<file path="config.mk">
export PLATFORM = sky130hd
export DESIGN_NAME = cscr_regs
export DESIGN_NICKNAME = d
export VERILOG_FILES = /design/src/rtl/cscr_pkg.sv /design/src/rtl/cscr_sync.sv /design/src/rtl/cscr_regs.sv
export SDC_FILE = /design/constraint.sdc
export NUM_CORES = 1
export LEC_CHECK = 0
export CORE_MARGIN = 5
export CORE_UTILIZATION = 52
export CTS_CLUSTER_SIZE = 12
export DETAILED_ROUTE_END_ITERATION = 12
export DONT_BUFFER_PORTS = 1
export MAX_ROUTING_LAYER = met4
export PLACE_DENSITY = 0.67
export RECOVER_POWER = 100
export SYNTH_ARGS = -nofsm -noshare
export SYNTH_HDL_FRONTEND = slang
export SYNTH_HIERARCHICAL = 1
export SYNTH_SLANG_ARGS = --single-unit
</file>
<file path="constraint.sdc">
create_clock -name i_clk -period 6.4 [get_ports i_clk]
set_input_delay 0 -clock i_clk [delete_from_list [all_inputs] [get_ports i_clk]]
set_output_delay 0 -clock i_clk [all_outputs]
set_load 0.005 [all_outputs]
</file>
<file path="src/rtl/cscr_pkg.sv">
`default_nettype none
package cscr_pkg;
	localparam int          FRAME_BITS   = 32;
	localparam int          ADDR_LSB     = 16;
	localparam logic [11:0] HEADER_CODE  = 12'h001;
	localparam logic [3:0]  ADDR_CONFIG  = 4'h1;
	localparam logic [3:0]  ADDR_I_OFS   = 4'h2;
	localparam logic [3:0]  ADDR_I_FS    = 4'h3;
	localparam logic [3:0]  ADDR_Q_OFS   = 4'ha;
	localparam logic [3:0]  ADDR_Q_FS    = 4'hb;
	localparam logic [3:0]  ADDR_DES_EN  = 4'hd;
	localparam logic [3:0]  ADDR_DES_CRS = 4'he;
	localparam logic [3:0]  ADDR_DES_FIN = 4'hf;
	localparam logic [15:0] RST_CONFIG   = 16'hb2ff;
	localparam logic [15:0] RST_OFS      = 16'h007f;
	localparam logic [15:0] RST_FS       = 16'h807f;
	localparam logic [15:0] RST_DES_EN   = 16'h3fff;
	localparam logic [15:0] RST_DES_CRS  = 16'h07ff;
	localparam logic [15:0] RST_DES_FIN  = 16'h007f;
	localparam int          CFG_DUTY     = 12;
	localparam int          CFG_PHASE    = 11;
	localparam int          CFG_SDR      = 10;
	localparam int          CFG_SWING    = 9;
	localparam int          CFG_EDGE     = 8;
endpackage
`default_nettype wire

</file>
<file path="src/rtl/cscr_sync.sv">
`default_nettype none
module cscr_sync #(
	parameter int WIDTH = 3
) (
	input  wire logic             i_clk,
	input  wire logic             i_rst,
	input  wire logic [WIDTH-1:0] i_async,
	output logic      [WIDTH-1:0] o_sync
);
	logic [WIDTH-1:0] meta_reg;

	// Two flip-flops per pin; the first is read only by the second.
	always_ff @(posedge i_clk or posedge i_rst) begin
		if (i_rst) begin
			meta_reg <= '0;
			o_sync   <= '0;
		end else begin
			meta_reg <= i_async;
			o_sync   <= meta_reg;
		end
	end
endmodule // cscr_sync
`default_nettype wire

</file>
<file path="src/rtl/cscr_regs.sv">
`default_nettype none
module cscr_regs (
	input  wire logic        i_clk,
	input  wire logic        i_rst,
	input  wire logic        i_serial_clk,
	input  wire logic        i_serial_select_n,
	input  wire logic        i_serial_input_line,
	input  wire logic        i_extended_mode,
	output logic             o_clock_duty_stabilizer,
	output logic             o_ddr_strobe_phase,
	output logic             o_double_rate_disable,
	output logic             o_output_swing_select,
	output logic             o_output_edge_select,
	output logic [8:0]       o_i_offset,
	output logic [8:0]       o_q_offset,
	output logic [8:0]       o_i_fullscale,
	output logic [8:0]       o_q_fullscale,
	output logic [15:0]      o_des_enable,
	output logic [15:0]      o_des_coarse,
	output logic [15:0]      o_des_fine
);
	logic [2:0]  pins_sync;
	logic        sclk_prev_reg;
	logic [30:0] shift_reg;
	logic [4:0]  count_reg;
	logic [15:0] config_reg;
	logic [15:0] i_ofs_reg;
	logic [15:0] i_fs_reg;
	logic [15:0] q_ofs_reg;
	logic [15:0] q_fs_reg;
	logic [15:0] des_en_reg;
	logic [15:0] des_crs_reg;
	logic [15:0] des_fin_reg;
	logic        ext_reg;

	cscr_sync #(
		.WIDTH (3)
	) u_sync (
		.i_clk   (i_clk),
		.i_rst   (i_rst),
		.i_async ({i_serial_clk, i_serial_select_n, i_serial_input_line}),
		.o_sync  (pins_sync)
	);

	// Top bit of the address field within a frame.
	localparam int ADDR_HI = cscr_pkg::ADDR_LSB + 3;

	// Rising serial clock while selected shifts one bit in.
	wire        sclk_s   = pins_sync[2];
	wire        sel_n_s  = pins_sync[1];
	wire        serial_input_line_s  = pins_sync[0];
	wire        bit_take = sclk_s & ~sclk_prev_reg & ~sel_n_s;
	wire [31:0] frame    = {shift_reg, serial_input_line_s};
	wire        last_bit = bit_take && (count_reg == 5'h1f);
	wire [3:0]  waddr    = frame[ADDR_HI:cscr_pkg::ADDR_LSB];
	wire [15:0] wdata    = frame[15:0];

	// Register write strobe for a given address.
	function automatic logic wr_hit(input logic [3:0] a, input logic [3:0] s);
		wr_hit = (a == s);
	endfunction

	wire we_cfg  = last_bit && wr_hit(waddr, cscr_pkg::ADDR_CONFIG);
	wire we_iofs = last_bit && wr_hit(waddr, cscr_pkg::ADDR_I_OFS);
	wire we_ifs  = last_bit && wr_hit(waddr, cscr_pkg::ADDR_I_FS);
	wire we_qofs = last_bit && wr_hit(waddr, cscr_pkg::ADDR_Q_OFS);
	wire we_qfs  = last_bit && wr_hit(waddr, cscr_pkg::ADDR_Q_FS);
	wire we_den  = last_bit && wr_hit(waddr, cscr_pkg::ADDR_DES_EN);
	wire we_dcr  = last_bit && wr_hit(waddr, cscr_pkg::ADDR_DES_CRS);
	wire we_dfi  = last_bit && wr_hit(waddr, cscr_pkg::ADDR_DES_FIN);
	wire any_we  = we_cfg | we_iofs | we_ifs | we_qofs | we_qfs |
		we_den | we_dcr | we_dfi;

	// Shifter and bit counter; deselect restarts the frame count.
	always_ff @(posedge i_clk or posedge i_rst) begin
		if (i_rst) begin
			sclk_prev_reg <= 1'b0;
			shift_reg     <= '0;
			count_reg     <= '0;
		end else begin
			sclk_prev_reg <= sclk_s;
			if (sel_n_s) begin
				count_reg <= '0;
			end else if (bit_take) begin
				shift_reg <= frame[30:0];
				count_reg <= count_reg + 5'h01;
			end
		end
	end

	// Register bank; unmatched addresses write nothing.
	always_ff @(posedge i_clk or posedge i_rst) begin
		if (i_rst) begin
			config_reg  <= cscr_pkg::RST_CONFIG;
			i_ofs_reg   <= cscr_pkg::RST_OFS;
			i_fs_reg    <= cscr_pkg::RST_FS;
			q_ofs_reg   <= cscr_pkg::RST_OFS;
			q_fs_reg    <= cscr_pkg::RST_FS;
			des_en_reg  <= cscr_pkg::RST_DES_EN;
			des_crs_reg <= cscr_pkg::RST_DES_CRS;
			des_fin_reg <= cscr_pkg::RST_DES_FIN;
		end else begin
			if (we_cfg) config_reg <= wdata;
			if (we_iofs) i_ofs_reg <= wdata;
			if (we_ifs) i_fs_reg <= wdata;
			if (we_qofs) q_ofs_reg <= wdata;
			if (we_qfs) q_fs_reg <= wdata;
			if (we_den) des_en_reg <= wdata;
			if (we_dcr) des_crs_reg <= wdata;
			if (we_dfi) des_fin_reg <= wdata;
		end
	end

	// Effective settings: power-on values in normal mode, register else.
	wire [15:0] cfg_eff = ext_reg ? config_reg : cscr_pkg::RST_CONFIG;
	wire [15:0] iof_eff = ext_reg ? i_ofs_reg : cscr_pkg::RST_OFS;
	wire [15:0] qof_eff = ext_reg ? q_ofs_reg : cscr_pkg::RST_OFS;
	wire [15:0] ifs_eff = ext_reg ? i_fs_reg : cscr_pkg::RST_FS;
	wire [15:0] qfs_eff = ext_reg ? q_fs_reg : cscr_pkg::RST_FS;
	wire [15:0] den_eff = ext_reg ? des_en_reg : cscr_pkg::RST_DES_EN;
	wire [15:0] dcr_eff = ext_reg ? des_crs_reg : cscr_pkg::RST_DES_CRS;
	wire [15:0] dfi_eff = ext_reg ? des_fin_reg : cscr_pkg::RST_DES_FIN;

	// Registered outputs; full-scale follows directly with no calibration.
	always_ff @(posedge i_clk or posedge i_rst) begin
		if (i_rst) begin
			ext_reg                 <= 1'b0;
			o_clock_duty_stabilizer <= 1'b1;
			o_ddr_strobe_phase      <= 1'b0;
			o_double_rate_disable   <= 1'b0;
			o_output_swing_select   <= 1'b1;
			o_output_edge_select    <= 1'b0;
			o_i_offset              <= '0;
			o_q_offset              <= '0;
			o_i_fullscale           <= cscr_pkg::RST_FS[15:7];
			o_q_fullscale           <= cscr_pkg::RST_FS[15:7];
			o_des_enable            <= cscr_pkg::RST_DES_EN;
			o_des_coarse            <= cscr_pkg::RST_DES_CRS;
			o_des_fine              <= cscr_pkg::RST_DES_FIN;
		end else begin
			ext_reg                 <= i_extended_mode;
			o_clock_duty_stabilizer <= cfg_eff[cscr_pkg::CFG_DUTY];
			o_ddr_strobe_phase      <= cfg_eff[cscr_pkg::CFG_PHASE];
			o_double_rate_disable   <= cfg_eff[cscr_pkg::CFG_SDR];
			o_output_swing_select   <= cfg_eff[cscr_pkg::CFG_SWING];
			o_output_edge_select    <= cfg_eff[cscr_pkg::CFG_EDGE];
			o_i_offset              <= {iof_eff[7], iof_eff[15:8]};
			o_q_offset              <= {qof_eff[7], qof_eff[15:8]};
			o_i_fullscale           <= ifs_eff[15:7];
			o_q_fullscale           <= qfs_eff[15:7];
			o_des_enable            <= den_eff;
			o_des_coarse            <= dcr_eff;
			o_des_fine              <= dfi_eff;
		end
	end

	// A write lands only on the last bit of a full frame.
	write_on_last_a: assert property (
		@(posedge i_clk) disable iff (i_rst)
		we_cfg |=> config_reg == $past(wdata))
		else $error("Config write lost.");
	hold_no_frame_a: assert property (
		@(posedge i_clk) disable iff (i_rst)
		!last_bit |=> $stable(config_reg) && $stable(i_fs_reg))
		else $error("Register changed without a full frame.");
	reserved_quiet_a: assert property (
		@(posedge i_clk) disable iff (i_rst)
		(last_bit && waddr == 4'h0) |=> $stable(config_reg))
		else $error("Reserved write changed config.");
	reserved_all_a: assert property (
		@(posedge i_clk) disable iff (i_rst)
		(last_bit && !any_we) |=> $stable({config_reg, i_ofs_reg,
			i_fs_reg, q_ofs_reg, q_fs_reg, des_en_reg, des_crs_reg,
			des_fin_reg}))
		else $error("Reserved write changed a register.");
	count_wraps_a: assert property (
		@(posedge i_clk) disable iff (i_rst)
		(last_bit && !sel_n_s) |=> count_reg == 5'h00)
		else $error("Frame counter did not restart.");
	deselect_clear_a: assert property (
		@(posedge i_clk) disable iff (i_rst)
		sel_n_s |=> count_reg == 5'h00)
		else $error("Deselect kept a partial frame.");
	shift_in_a: assert property (
		@(posedge i_clk) disable iff (i_rst)
		bit_take |=> shift_reg[0] == $past(serial_input_line_s))
		else $error("Serial bit not shifted in.");

	// Outputs follow the stored words in extended mode only.
	normal_mode_a: assert property (
		@(posedge i_clk) disable iff (i_rst)
		!ext_reg |=> o_clock_duty_stabilizer && o_i_offset == 9'h000)
		else $error("Register leaked in normal mode.");
	duty_follow_a: assert property (
		@(posedge i_clk) disable iff (i_rst)
		ext_reg |=> o_clock_duty_stabilizer ==
			$past(config_reg[cscr_pkg::CFG_DUTY]))
		else $error("Duty stabilizer mismatch.");
	phase_follow_a: assert property (
		@(posedge i_clk) disable iff (i_rst)
		ext_reg |=> o_ddr_strobe_phase ==
			$past(config_reg[cscr_pkg::CFG_PHASE]))
		else $error("Clock phase mismatch.");
	swing_follow_a: assert property (
		@(posedge i_clk) disable iff (i_rst)
		ext_reg |=> o_output_swing_select == $past(config_reg[9]))
		else $error("Swing select mismatch.");
	sdr_follow_a: assert property (
		@(posedge i_clk) disable iff (i_rst)
		ext_reg |=> o_double_rate_disable == $past(config_reg[10]))
		else $error("Rate select mismatch.");
	edge_follow_a: assert property (
		@(posedge i_clk) disable iff (i_rst)
		ext_reg |=> o_output_edge_select ==
			$past(config_reg[cscr_pkg::CFG_EDGE]))
		else $error("Output edge mismatch.");
	offset_map_a: assert property (
		@(posedge i_clk) disable iff (i_rst)
		ext_reg |=> o_i_offset == $past({i_ofs_reg[7], i_ofs_reg[15:8]}))
		else $error("I offset mismatch.");
	q_offset_map_a: assert property (
		@(posedge i_clk) disable iff (i_rst)
		ext_reg |=> o_q_offset == $past({q_ofs_reg[7], q_ofs_reg[15:8]}))
		else $error("Q offset mismatch.");
	fullscale_map_a: assert property (
		@(posedge i_clk) disable iff (i_rst)
		ext_reg |=> o_i_fullscale == $past(i_fs_reg[15:7]))
		else $error("Full-scale mismatch.");
	fs_direct_a: assert property (
		@(posedge i_clk) disable iff (i_rst)
		(we_ifs && ext_reg) ##1 ext_reg |=>
			o_i_fullscale == $past(wdata[15:7], 2))
		else $error("Full-scale write did not apply.");
	no_take_idle_a: assert property (
		@(posedge i_clk) disable iff (i_rst)
		sel_n_s |-> !bit_take)
		else $error("Bit taken while deselected.");
endmodule // cscr_regs
`default_nettype wire

</file>
## Word level (Yosys, flattened, before mapping)

Cells that the tools add are included.

- Add/sub/neg operators: 1
- Eq/ne operators: 9
- Mux-type cells: 10
- Bitwise logic cells: 4
- Reductions and logical operators: 11

Operators by type and width:

| operator | count |
|---|---|
| two-way mux 16 bit | 7 |
| == test 4 bit (second input constant) | 5 |
| two-way mux 13 bit | 1 |
| two-way mux 5 bit | 2 |
| logical AND 1 bit | 9 |
| == test 4 x 2 -> 1 bit (second input constant) | 2 |
| adder 5 x 1 -> 5 bit (second input constant) | 1 |
| == test 5 bit (second input constant) | 1 |
| == test 4 x 1 -> 1 bit (second input constant) | 1 |
| bitwise AND 1 bit | 2 |
| inverter 1 bit | 2 |
| AND reduction 2 bit | 1 |
| nonzero test 2 bit | 1 |

- Register bits: 246
- Word-level logic and storage cells: 61
- Output and inout port bits: 89
- Input bits: 6

## Longest topological paths before layout

Gate-level depths: netlist of the first run.

- Depth in word-level cells: 5
- Mapped depth: 7
- Gate-level depth less buffers: 6

## Cells and area by module

Netlist of the first run, hierarchy kept.

Modules (own cells, without submodules):

| module | cells each | instances | area each (um2) | sequential area each (um2) |
|---|---|---|---|---|
| cscr_regs | 458 | 1 | 7405.9 | 5195.0 |
| cscr_sync | 7 | 1 | 153.9 | 150.1 |

## Worst setup path before layout of the first run

OpenSTA, ideal clock, no wires.

- Path type: flip-flop to flip-flop
- Start: register count_reg[0]
- End: register des_en_reg[15]
- Data arrival time: 2.013 ns
- Setup slack: 4.262 ns
- Clock period less this slack: 2.138 ns
- Library setup time: 0.125 ns
- Stages on the path, launching flop included: 8
- Data required time: 6.275 ns
- Buffers on the path: 1
- Path through: dfrtp_1 -> ha_1 -> and3_1 -> ha_1 -> nand4bb_4 -> nor4b_4 -> buf_6 -> mux2_2

- Cells in the longest elaborated chain, start to end: 3

RTL lines:

| element | line | RTL |
|---|---|---|
| from (decl) | cscr_regs.sv:25 | `logic [4:0] count_reg;` |
| from (signal assigned) | cscr_regs.sv:86 | `count_reg <= count_reg + 5'h01;` |
| == test 5 bit | cscr_regs.sv:54 | `wire last_bit = bit_take && (count_reg == 5'h1f);` |
| logical AND 1 bit | cscr_regs.sv:54 |  |
| logical AND 1 bit | cscr_regs.sv:68 | `wire we_den = last_bit && wr_hit(waddr, cscr_pkg::ADDR_DES_EN);` |
| to (signal assigned) | cscr_regs.sv:99 | `des_en_reg <= cscr_pkg::RST_DES_EN;` |
| to (signal assigned) | cscr_regs.sv:108 | `if (we_den) des_en_reg <= wdata;` |
| to (decl) | cscr_regs.sv:31 | `logic [15:0] des_en_reg;` |

No other way between the ends.
A chain may end at the register's enable or synchronous reset.

## Final worst setup path of the first run

- Start: register count_reg[0]
- End: register des_crs_reg[15]

- Cells in the longest elaborated chain, start to end: 3

RTL lines:

| element | line | RTL |
|---|---|---|
| == test 5 bit | cscr_regs.sv:54 |  |
| logical AND 1 bit | cscr_regs.sv:54 |  |
| logical AND 1 bit | cscr_regs.sv:69 | `wire we_dcr = last_bit && wr_hit(waddr, cscr_pkg::ADDR_DES_CRS);` |
| to (signal assigned) | cscr_regs.sv:100 | `des_crs_reg <= cscr_pkg::RST_DES_CRS;` |
| to (signal assigned) | cscr_regs.sv:109 | `if (we_dcr) des_crs_reg <= wdata;` |
| to (decl) | cscr_regs.sv:32 | `logic [15:0] des_crs_reg;` |

No other way between the ends.

==> impl_metrics.json, run 1 <==
{
  "cts-root-buf": "clkbuf_16",
  "rsz0062_at_grt": "false",
  "first_global_vias": 3813,
  "clockBufferDepth": 3,
  "setup_viol": 0,
  "grt_usage": 0.161,
  "final_area_mm2": 0.00834,
  "io_buffer_count": 0,
  "hold_viol_final": 0,
  "synth_warnings": 6,
  "wirelength_mm": 12.8,
  "viasPerCell": 5.23,
  "antenna_found_initial": 0,
  "htree_levels": 1,
  "outcome": "complete, but fails checks",
  "slew_headroom": -1.15,
  "dp_slack_ps": 3770,
  "avgRoutedWirePerCell_um": 18.9,
  "synth_area_mm2": 0.00756,
  "place_congestion": 0.739,
  "fin_crit_ps": 4100,
  "critical_path_class": "reg2reg",
  "cts_made_buffers": 22,
  "synth_top_cell_by_area": "dfrtp_1",
  "yosys-top-cells-area": "dfrtp_1 46%, dfstp_2 25%, mux2_2 16%",
  "die_width_um": 131,
  "vdd_drop_max_uv": 177,
  "syn-num-nets": 473,
  "largest_reg_flops": 19,
  "fin_ws_ps": 2300,
  "power_frac_comb": 0.027,
  "dr.first_iter.drc_count": 189,
  "syn_to_final_growth_pct": 10.3,
  "diodes": 0,
  "grt_pass1_wl_mm": 20.8,
  "fin_nets": 483,
  "cts_tree": "yes",
  "arrival_ps": 4470,
  "firstDrtPassIters": 4,
  "setup-tns-final_ps": 0,
  "cts_setup_buffers": 0,
  "crit_path_end_kind": "flop",
  "initial_core_util": 0.526,
  "clk_latency_ps": 490,
  "fmax_ghz": 0.244,
  "path_clk_slew_ps": 60,
  "drive_gt1_frac": 0.390,
  "io_pins": 95,
  "dpl-instance-area_mm2": 0.00770,
  "mostFrequentLayoutCell": "dfrtp_1",
  "maxSlewViolCount": 144,
  "ys_seq_area_frac": 0.707,
  "pwr-share-clk": 0.436,
  "final_cell_mix": "137 x dfrtp_1, 98 x mux2_2, 61 x dfstp_2",
  "internal-power_mw": 2.11,
  "final_antenna_net_count": 0,
  "drc": 0,
  "synth_cells": 465,
  "p_seq_frac": 0.536,
  "hold_path.class": "in2reg",
  "finClkSkew_ps": 12.6,
  "fin_crit_sh": 0.640,
  "ys_ff_latch": 210,
  "fp.dieArea_mm2": 0.0170,
  "die_h_um": 131,
  "switching_share": 0.215,
  "violations": "capacitance limit, slew limit",
  "rows": 44,
  "vias": 3526,
  "synth_top_area_frac": 0.457,
  "final_core_util": 0.581,
  "grt_remaining_overflow": 0,
  "coreArea_mm2": 0.0144,
  "start_kind": "flop",
  "synth_area_per_cell_um2": 16.3,
  "dp_hpwl_mm": 7.70,
  "grt_max_degree": 120,
  "cp_max_fo": 16,
  "leakagePower_nw": 3.94,
  "tightest_slew_ps": 3230,
  "critical_path_required_ps": 6770,
  "clock-sinks": 210,
  "max_cap_viol_count": 4,
  "whs_ps": 69.7,
  "power_density_mw_per_mm2": 323,
  "switching_power_mw": 0.578,
  "yosysUniqueCellTypes": 32
}
[per-layer routing]
layer	up-vias	GRT usage	part of all wire
li1	1565	-	-
met1	1868	0.207	0.43
met2	78	0.263	0.50
met3	15	0.0350	0.054
met4	0	0.0387	0.014
met5	-	-	0
[repair_timing]
| action | in CTS | in global routing |
|---|---|---|
| endpoints found under the hold margin | 128 | 0 |
| gates resized for setup | 0 | 0 |
| hold buffers | 6 | 0 |
[cells by family (layout without fill, tap and decap cells)]
group,Yosys count,in the layout,synth area share
compound gates,2,2,0.00132
xor+xnor,2,2,0.00232
fa+ha+maj,2,2,0.00331
buf+inv,26,51,0.0180
flops,210,210,0.707
mux,110,110,0.164
simple gates,113,113,0.104
[worst paths after layout]
kind | start | endpoint | slack (ps) | cells after the start
worst max register to register | count_reg[0] | des_crs_reg[15] | 2300 | 6
worst min register to register | u_sync/meta_reg[0] | u_sync/o_sync[0] | 350 | 0
max in group asynchronous | i_rst | des_crs_reg[15] | 4720 | 3
worst max-delay path | count_reg[0] | des_crs_reg[15] | 2300 | 6
min in group asynchronous | i_rst | o_des_coarse[12] | 200 | 2
worst min-delay path | i_serial_input_line | u_sync/meta_reg[0] | 70 | 1
[critical path, stage by stage, from the launching register on]
cell and delay, ps:
dfrtp_1 380, ha_1 180, and3_1 160, ha_1 160
nand4bb_1 180, nor4_1 2430, mux2_2 480
[synth_stat cells, drive strengths merged]
cell type and n:
nand3b 1, ha 2, nand2b 37, nand4bb 1
dfstp 72, nor4 1, nand3 1, o21ai 1
nor2b 1, and4bb 1, and3 1, mux2 108
xor2 2, or3 1, nor3 1, nand4 3
a21oi 1, nand2 2, clkbuf 9, nor2 6
nor4b 1, mux2i 2, and2 53, buf 14
dfrtp 138, inv 3, nand4b 2
[power groups by stage]
stage                     Sequential, mW  Clock, mW  Combinational, mW
final                               1.44       1.17             0.0738
after global routing                1.45       1.26             0.0859
after CTS                           1.45       1.21             0.0759
after detailed placement            1.47          0             0.0723
after global placement              1.46          0             0.0699
after floorplan                     1.42          0             0.0709
[layout make-up]
class | instances | area (um^2)
multi-input cells | 229 | 1990
clock buffers | 37 | 668
fillers | 1092 | 6030
inverters | 3 | 18.8
clock inverters | 2 | 10.0
well taps | 184 | 230
repair buffers | 9 | 75.1
flip-flops and latches | 210 | 5350
[stage by stage]
step / instances / power, mW
final: 674 / 2.69
after global routing: 674 / 2.80
after CTS: 674 / 2.73
after detailed placement: 629 / 1.54
after global placement: 629 / 1.53
after floorplan: 465 / 1.49
Note: power is estimated with default switching activity, not from simulation.
==> run 2: changes to the inputs <==
PLACE_DENSITY = 0.7   (was 0.67)
clock period = 3.4 ns   (was 6.4 ns; I/O delays follow)
==> impl_metrics.json, run 2 (synthesized netlist as in run 1, its figures left out) <==
{
  "clock-sinks": 210,
  "register_area_mm2": 0.00535,
  "rows": 44,
  "io_pins": 95,
  "path_clk_slew_ps": 60,
  "critPathBufInv": 1,
  "hold_viol_final": 0,
  "slowest_stage": "clkbuf_1",
  "fin_crit_ps": 2720,
  "viasPerCell": 5.17,
  "finClkSkew_ps": 14.3,
  "min_from": "i_serial_input_line",
  "cts_tree": "yes",
  "maxSlewViolCount": 209,
  "switching_share": 0.212,
  "grt_remaining_overflow": 0,
  "power_density_mw_per_mm2": 607,
  "tightest_slew_ps": 1880,
  "rsz0062_at_grt": "false",
  "syn_to_final_growth_pct": 11.1,
  "crit_path_end_kind": "flop",
  "slew_headroom": -0.256,
  "fin_nets": 486,
  "grt_max_degree": 123,
  "r2r_start": "count_reg[0]",
  "violations": "capacitance limit, slew limit",
  "switching_power_mw": 1.08,
  "mostFrequentLayoutCell": "dfrtp_1",
  "grt-busiest-layer": "met2",
  "internal-power_mw": 4.02,
  "setup_viol": 0,
  "start_kind": "flop",
  "firstDrtPassIters": 4,
  "leakagePower_nw": 3.94,
  "r2r-end": "des_en_reg[14]",
  "crit_path_end": "des_en_reg[14]",
  "use_met3": 0.0431,
  "p_seq_frac": 0.534,
  "cts_hold_buf": 7,
  "fin_ws_ps": 683,
  "wirelength_mm": 12.6,
  "first_global_vias": 3916,
  "fin_crit_sh": 0.799,
  "dpl-instance-area_mm2": 0.00773,
  "final_area_mm2": 0.00840,
  "dp_cells": 631,
  "critical_path.max_stage_delay_ps": 810,
  "fp.dieArea_mm2": 0.0170,
  "clk_latency_ps": 490,
  "critical_path_required_ps": 3770,
  "arrival_ps": 3090,
  "grt_usage": 0.158,
  "final_cell_mix": "138 x dfrtp_1, 107 x mux2_2, 55 x dfstp_2",
  "vdd_drop_max_uv": 327,
  "cp_top_family": "buffers and inverters",
  "reg2reg_depth": 7,
  "largest_reg_flops": 19,
  "diodes": 0,
  "avgRoutedWirePerCell_um": 18.6,
  "io_buffer_count": 0,
  "initial_core_util": 0.526,
  "dr.first_iter.drc_count": 178,
  "dp_hpwl_mm": 7.78,
  "path_cells": "ha_1, and3_1, ha_1, nand4bb_4, nor4b_1, clkbuf_1, mux2_2",
  "final_cells": 678,
  "setup-tns-final_ps": 0,
  "antenna_found_initial": 0,
  "die_width_um": 131,
  "cts_made_buffers": 22,
  "cp.depth": 7,
  "drc": 0,
  "worst_path_most_repeated_cell": "ha_1",
  "pwr-share-clk": 0.441,
  "ctsResizeCount": 0,
  "drive_gt1_frac": 0.393,
  "dp_slack_ps": 1010,
  "n_fill_cell": 1079,
  "reg2reg_slack_ps": 680,
  "whs_path_depth": 1,
  "hold_path.class": "in2reg",
  "final_core_util": 0.584,
  "outcome": "complete, but fails checks",
  "fmax_ghz": 0.368,
  "clockBufferDepth": 3,
  "place_congestion": 0.734,
  "grt_pass1_wl_mm": 20.6,
  "cts-root-buf": "clkbuf_16",
  "power_frac_comb": 0.026,
  "critical_path_class": "reg2reg",
  "final_antenna_net_count": 0,
  "multi_input_area_mm2": 0.00201,
  "htree_levels": 1,
  "cts_setup_buffers": 0,
  "die_h_um": 131,
  "cp_max_fo": 16,
  "met2_usage": 0.252,
  "grt_use_met1": 0.204,
  "crit_start": "count_reg[0]",
  "max_cap_viol_count": 3,
  "vias": 3503,
  "coreArea_mm2": 0.0144
}
==> run 2: cell types whose count changed in the layout (fill, tap and decap cells not counted), moves of 2 or more <==
cell / previous run / this run
mux2_2: 98 / 107
dfstp_1: 11 / 17
clkbuf_1: 12 / 16
clkbuf_8: 4 / 2
dfstp_2: 61 / 55
mux2_1: 10 / 1
==> run 2: layer usage <==
metal,routed length (um),vias up
li1,-,1568
met1,5380,1838
met2,6280,82
met3,791,15
met4,163,0
met5,0,-
==> run 2: cell type report <==
type,count,area share
inverters,3,0.00149
well taps,184,0.0274
clock buffers,38,0.0776
clock inverters,2,0.00417
multi-input cells,229,0.240
flip-flops and latches,210,0.636
repair buffers,12,0.0130
==> run 2: how the worst min path moves through the flow <==
stage | end | slack (ps)
2_1_floorplan | u_sync/meta_reg[0] | -210
6_report | u_sync/meta_reg[0] | 60
3_3_place_gp | o_des_enable[15] | -230
4_1_cts | u_sync/meta_reg[0] | 40
5_1_grt | u_sync/meta_reg[0] | 50
3_5_place_dp | o_des_enable[15] | -230
==> run 2: power groups by stage <==
stage,sequential [mW],clock [mW],combinational (mW)
2_1_floorplan,2.68,0,0.134
3_3_place_gp,2.76,0,0.125
3_5_place_dp,2.77,0,0.131
4_1_cts,2.72,2.32,0.139
5_1_grt,2.74,2.42,0.151
6_report,2.72,2.24,0.132
==> run 2: stage by stage <==
| step | total power [mW] | hold slack [ps] |
|---|---|---|
| 2_1_floorplan | 2.81 | -209 |
| 5_1_grt | 5.31 | 46.1 |
| 3_5_place_dp | 2.90 | -228 |
| 6_report | 5.10 | 60.2 |
| 4_1_cts | 5.18 | 42.0 |
| 3_3_place_gp | 2.89 | -228 |
==> run 3: changes to the inputs <==
PLACE_DENSITY = 0.67   (was 0.7)
clock period = 2.7 ns   (was 3.4 ns; I/O delays follow)
==> impl_metrics.json, run 3 (synthesized netlist as in run 1, its figures left out) <==
{
  "outcome": "completed",
  "final_cell_mix": "138 x dfrtp_1, 108 x mux2_2, 58 x dfstp_2",
  "rsz0062_at_grt": "false",
  "cts_setup_buffers": 0,
  "vdd_drop_max_uv": 476,
  "firstDrtPassIters": 4,
  "fin_ws_ps": 333,
  "fin_nets": 490,
  "internal-power_mw": 4.96,
  "power_density_mw_per_mm2": 752,
  "setup-tns-final_ps": 0,
  "hold_path.class": "in2reg",
  "die_h_um": 131,
  "cp_top_family": "simple AND/OR/NAND/NOR gates",
  "arrival_ps": 2730,
  "cp_max_fo": 11,
  "fp.dieArea_mm2": 0.0170,
  "final_cells": 681,
  "mostFrequentLayoutCell": "dfrtp_1",
  "critPathBufInv": 1,
  "htree_levels": 1,
  "slew_headroom": 0.00565,
  "cts_hold_buf": 6,
  "power_frac_comb": 0.027,
  "worst_path_most_repeated_cell": "ha_1",
  "path_clk_slew_ps": 60,
  "crit_path_end_kind": "flop",
  "coreArea_mm2": 0.0144,
  "setup_viol": 0,
  "die_width_um": 131,
  "tightest_slew_ps": 1490,
  "switching_share": 0.216,
  "final_core_util": 0.586,
  "fin_crit_ps": 2370,
  "leakagePower_nw": 3.95,
  "final_area_mm2": 0.00842,
  "avgRoutedWirePerCell_um": 19.0,
  "antenna_found_initial": 0,
  "initial_core_util": 0.526,
  "dr.first_iter.drc_count": 143,
  "p_seq_frac": 0.541,
  "pwr-share-clk": 0.433,
  "diodes": 0,
  "vias": 3532,
  "hold_viol_final": 0,
  "cts_tree": "yes",
  "path_cells": "ha_1, and3_1, ha_1, nand4bb_1, nor3_1, clkbuf_2, mux2_2",
  "drc": 0,
  "switching_power_mw": 1.37,
  "slowest_stage": "dfrtp_1",
  "largest_reg_flops": 19,
  "grt_max_degree": 86,
  "maxSlewViolCount": 0,
  "dpl-instance-area_mm2": 0.00778,
  "io_pins": 95,
  "drive_gt1_frac": 0.410,
  "clk_latency_ps": 480,
  "wirelength_mm": 12.9,
  "fmax_ghz": 0.422,
  "io_buffer_count": 0,
  "critical_path_class": "reg2reg",
  "dp_cells": 636,
  "fin_crit_sh": 0.877,
  "clock-sinks": 210,
  "critical_path.max_stage_delay_ps": 380,
  "dp_hpwl_mm": 7.96,
  "viasPerCell": 5.19,
  "finClkSkew_ps": 6.82,
  "max_cap_viol_count": 0,
  "grt_remaining_overflow": 0,
  "start_kind": "flop",
  "place_congestion": 0.769,
  "syn_to_final_growth_pct": 11.4,
  "ctsResizeCount": 0,
  "dp_slack_ps": 461,
  "final_antenna_net_count": 0,
  "grt_usage": 0.163,
  "clockBufferDepth": 3,
  "cts-root-buf": "clkbuf_16",
  "grt_pass1_wl_mm": 21.0,
  "rows": 44,
  "critical_path_required_ps": 3060,
  "cts_made_buffers": 22,
  "first_global_vias": 3780
}
==> run 3: changes by cell type in the layout (fill, tap and decap cells not counted), moves of 2 or more <==
cell | previous run | this run
dfstp_2 | 55 | 58
buf_4 | 0 | 2
dfstp_1 | 17 | 14
clkbuf_2 | 0 | 3
clkbuf_1 | 16 | 14
==> run 3: per-layer routing <==
| layer | GRT usage | up-vias | routed length [um] |
|---|---|---|---|
| met5 | - | - | 0 |
| met4 | 0.0411 | 0 | 219 |
| met3 | 0.0354 | 20 | 661 |
| met2 | 0.261 | 73 | 6360 |
| met1 | 0.216 | 1850 | 5680 |
| li1 | - | 1589 | - |
==> run 3: cell type report <==
type | instances | area, um^2
fill | 1115 | 5950
sequential | 210 | 5350
multi-input combinational | 229 | 2020
clock buffer | 37 | 648
tap | 184 | 230
timing repair buffer | 16 | 145
clock inverter | 2 | 13.8
inverter | 3 | 12.5
==> run 3: worst paths after layout <==
kind	startpoint	to	slack [ps]	cells past startpoint
max	count_reg[0]	des_fin_reg[9]	330	7
min	i_serial_clk	u_sync/meta_reg[2]	70	1
max reg2reg	count_reg[0]	des_fin_reg[9]	330	7
min reg2reg	u_sync/meta_reg[2]	u_sync/o_sync[2]	350	0
max in group asynchronous	i_rst	o_q_offset[1]	730	3
min in group asynchronous	i_rst	o_des_fine[15]	240	2
==> run 3: stage by stage <==
stage | hold slack (ps) | power (mW)
2_1_floorplan | -209 | 3.54
3_3_place_gp | -186 | 3.65
3_5_place_dp | -186 | 3.66
4_1_cts | 45.8 | 6.44
5_1_grt | 54.4 | 6.59
6_report | 66.4 | 6.33
==> run 3: power groups by stage <==
| stage | registers [mW] | clock network (mW) | logic, mW |
|---|---|---|---|
| 6_report | 3.42 | 2.74 | 0.168 |
| 5_1_grt | 3.44 | 2.95 | 0.192 |
| 4_1_cts | 3.43 | 2.83 | 0.180 |
| 3_5_place_dp | 3.49 | 0 | 0.172 |
| 3_3_place_gp | 3.48 | 0 | 0.164 |
| 2_1_floorplan | 3.37 | 0 | 0.169 |
==> run 3: worst reg2reg max path, cell delays in order, from the launching register on <==
cell and delay [ps]:
dfrtp_1 380, ha_1 170, and3_1 160, ha_1 170, nand4bb_1 260, nor3_1 360
clkbuf_2 360, mux2_2 380
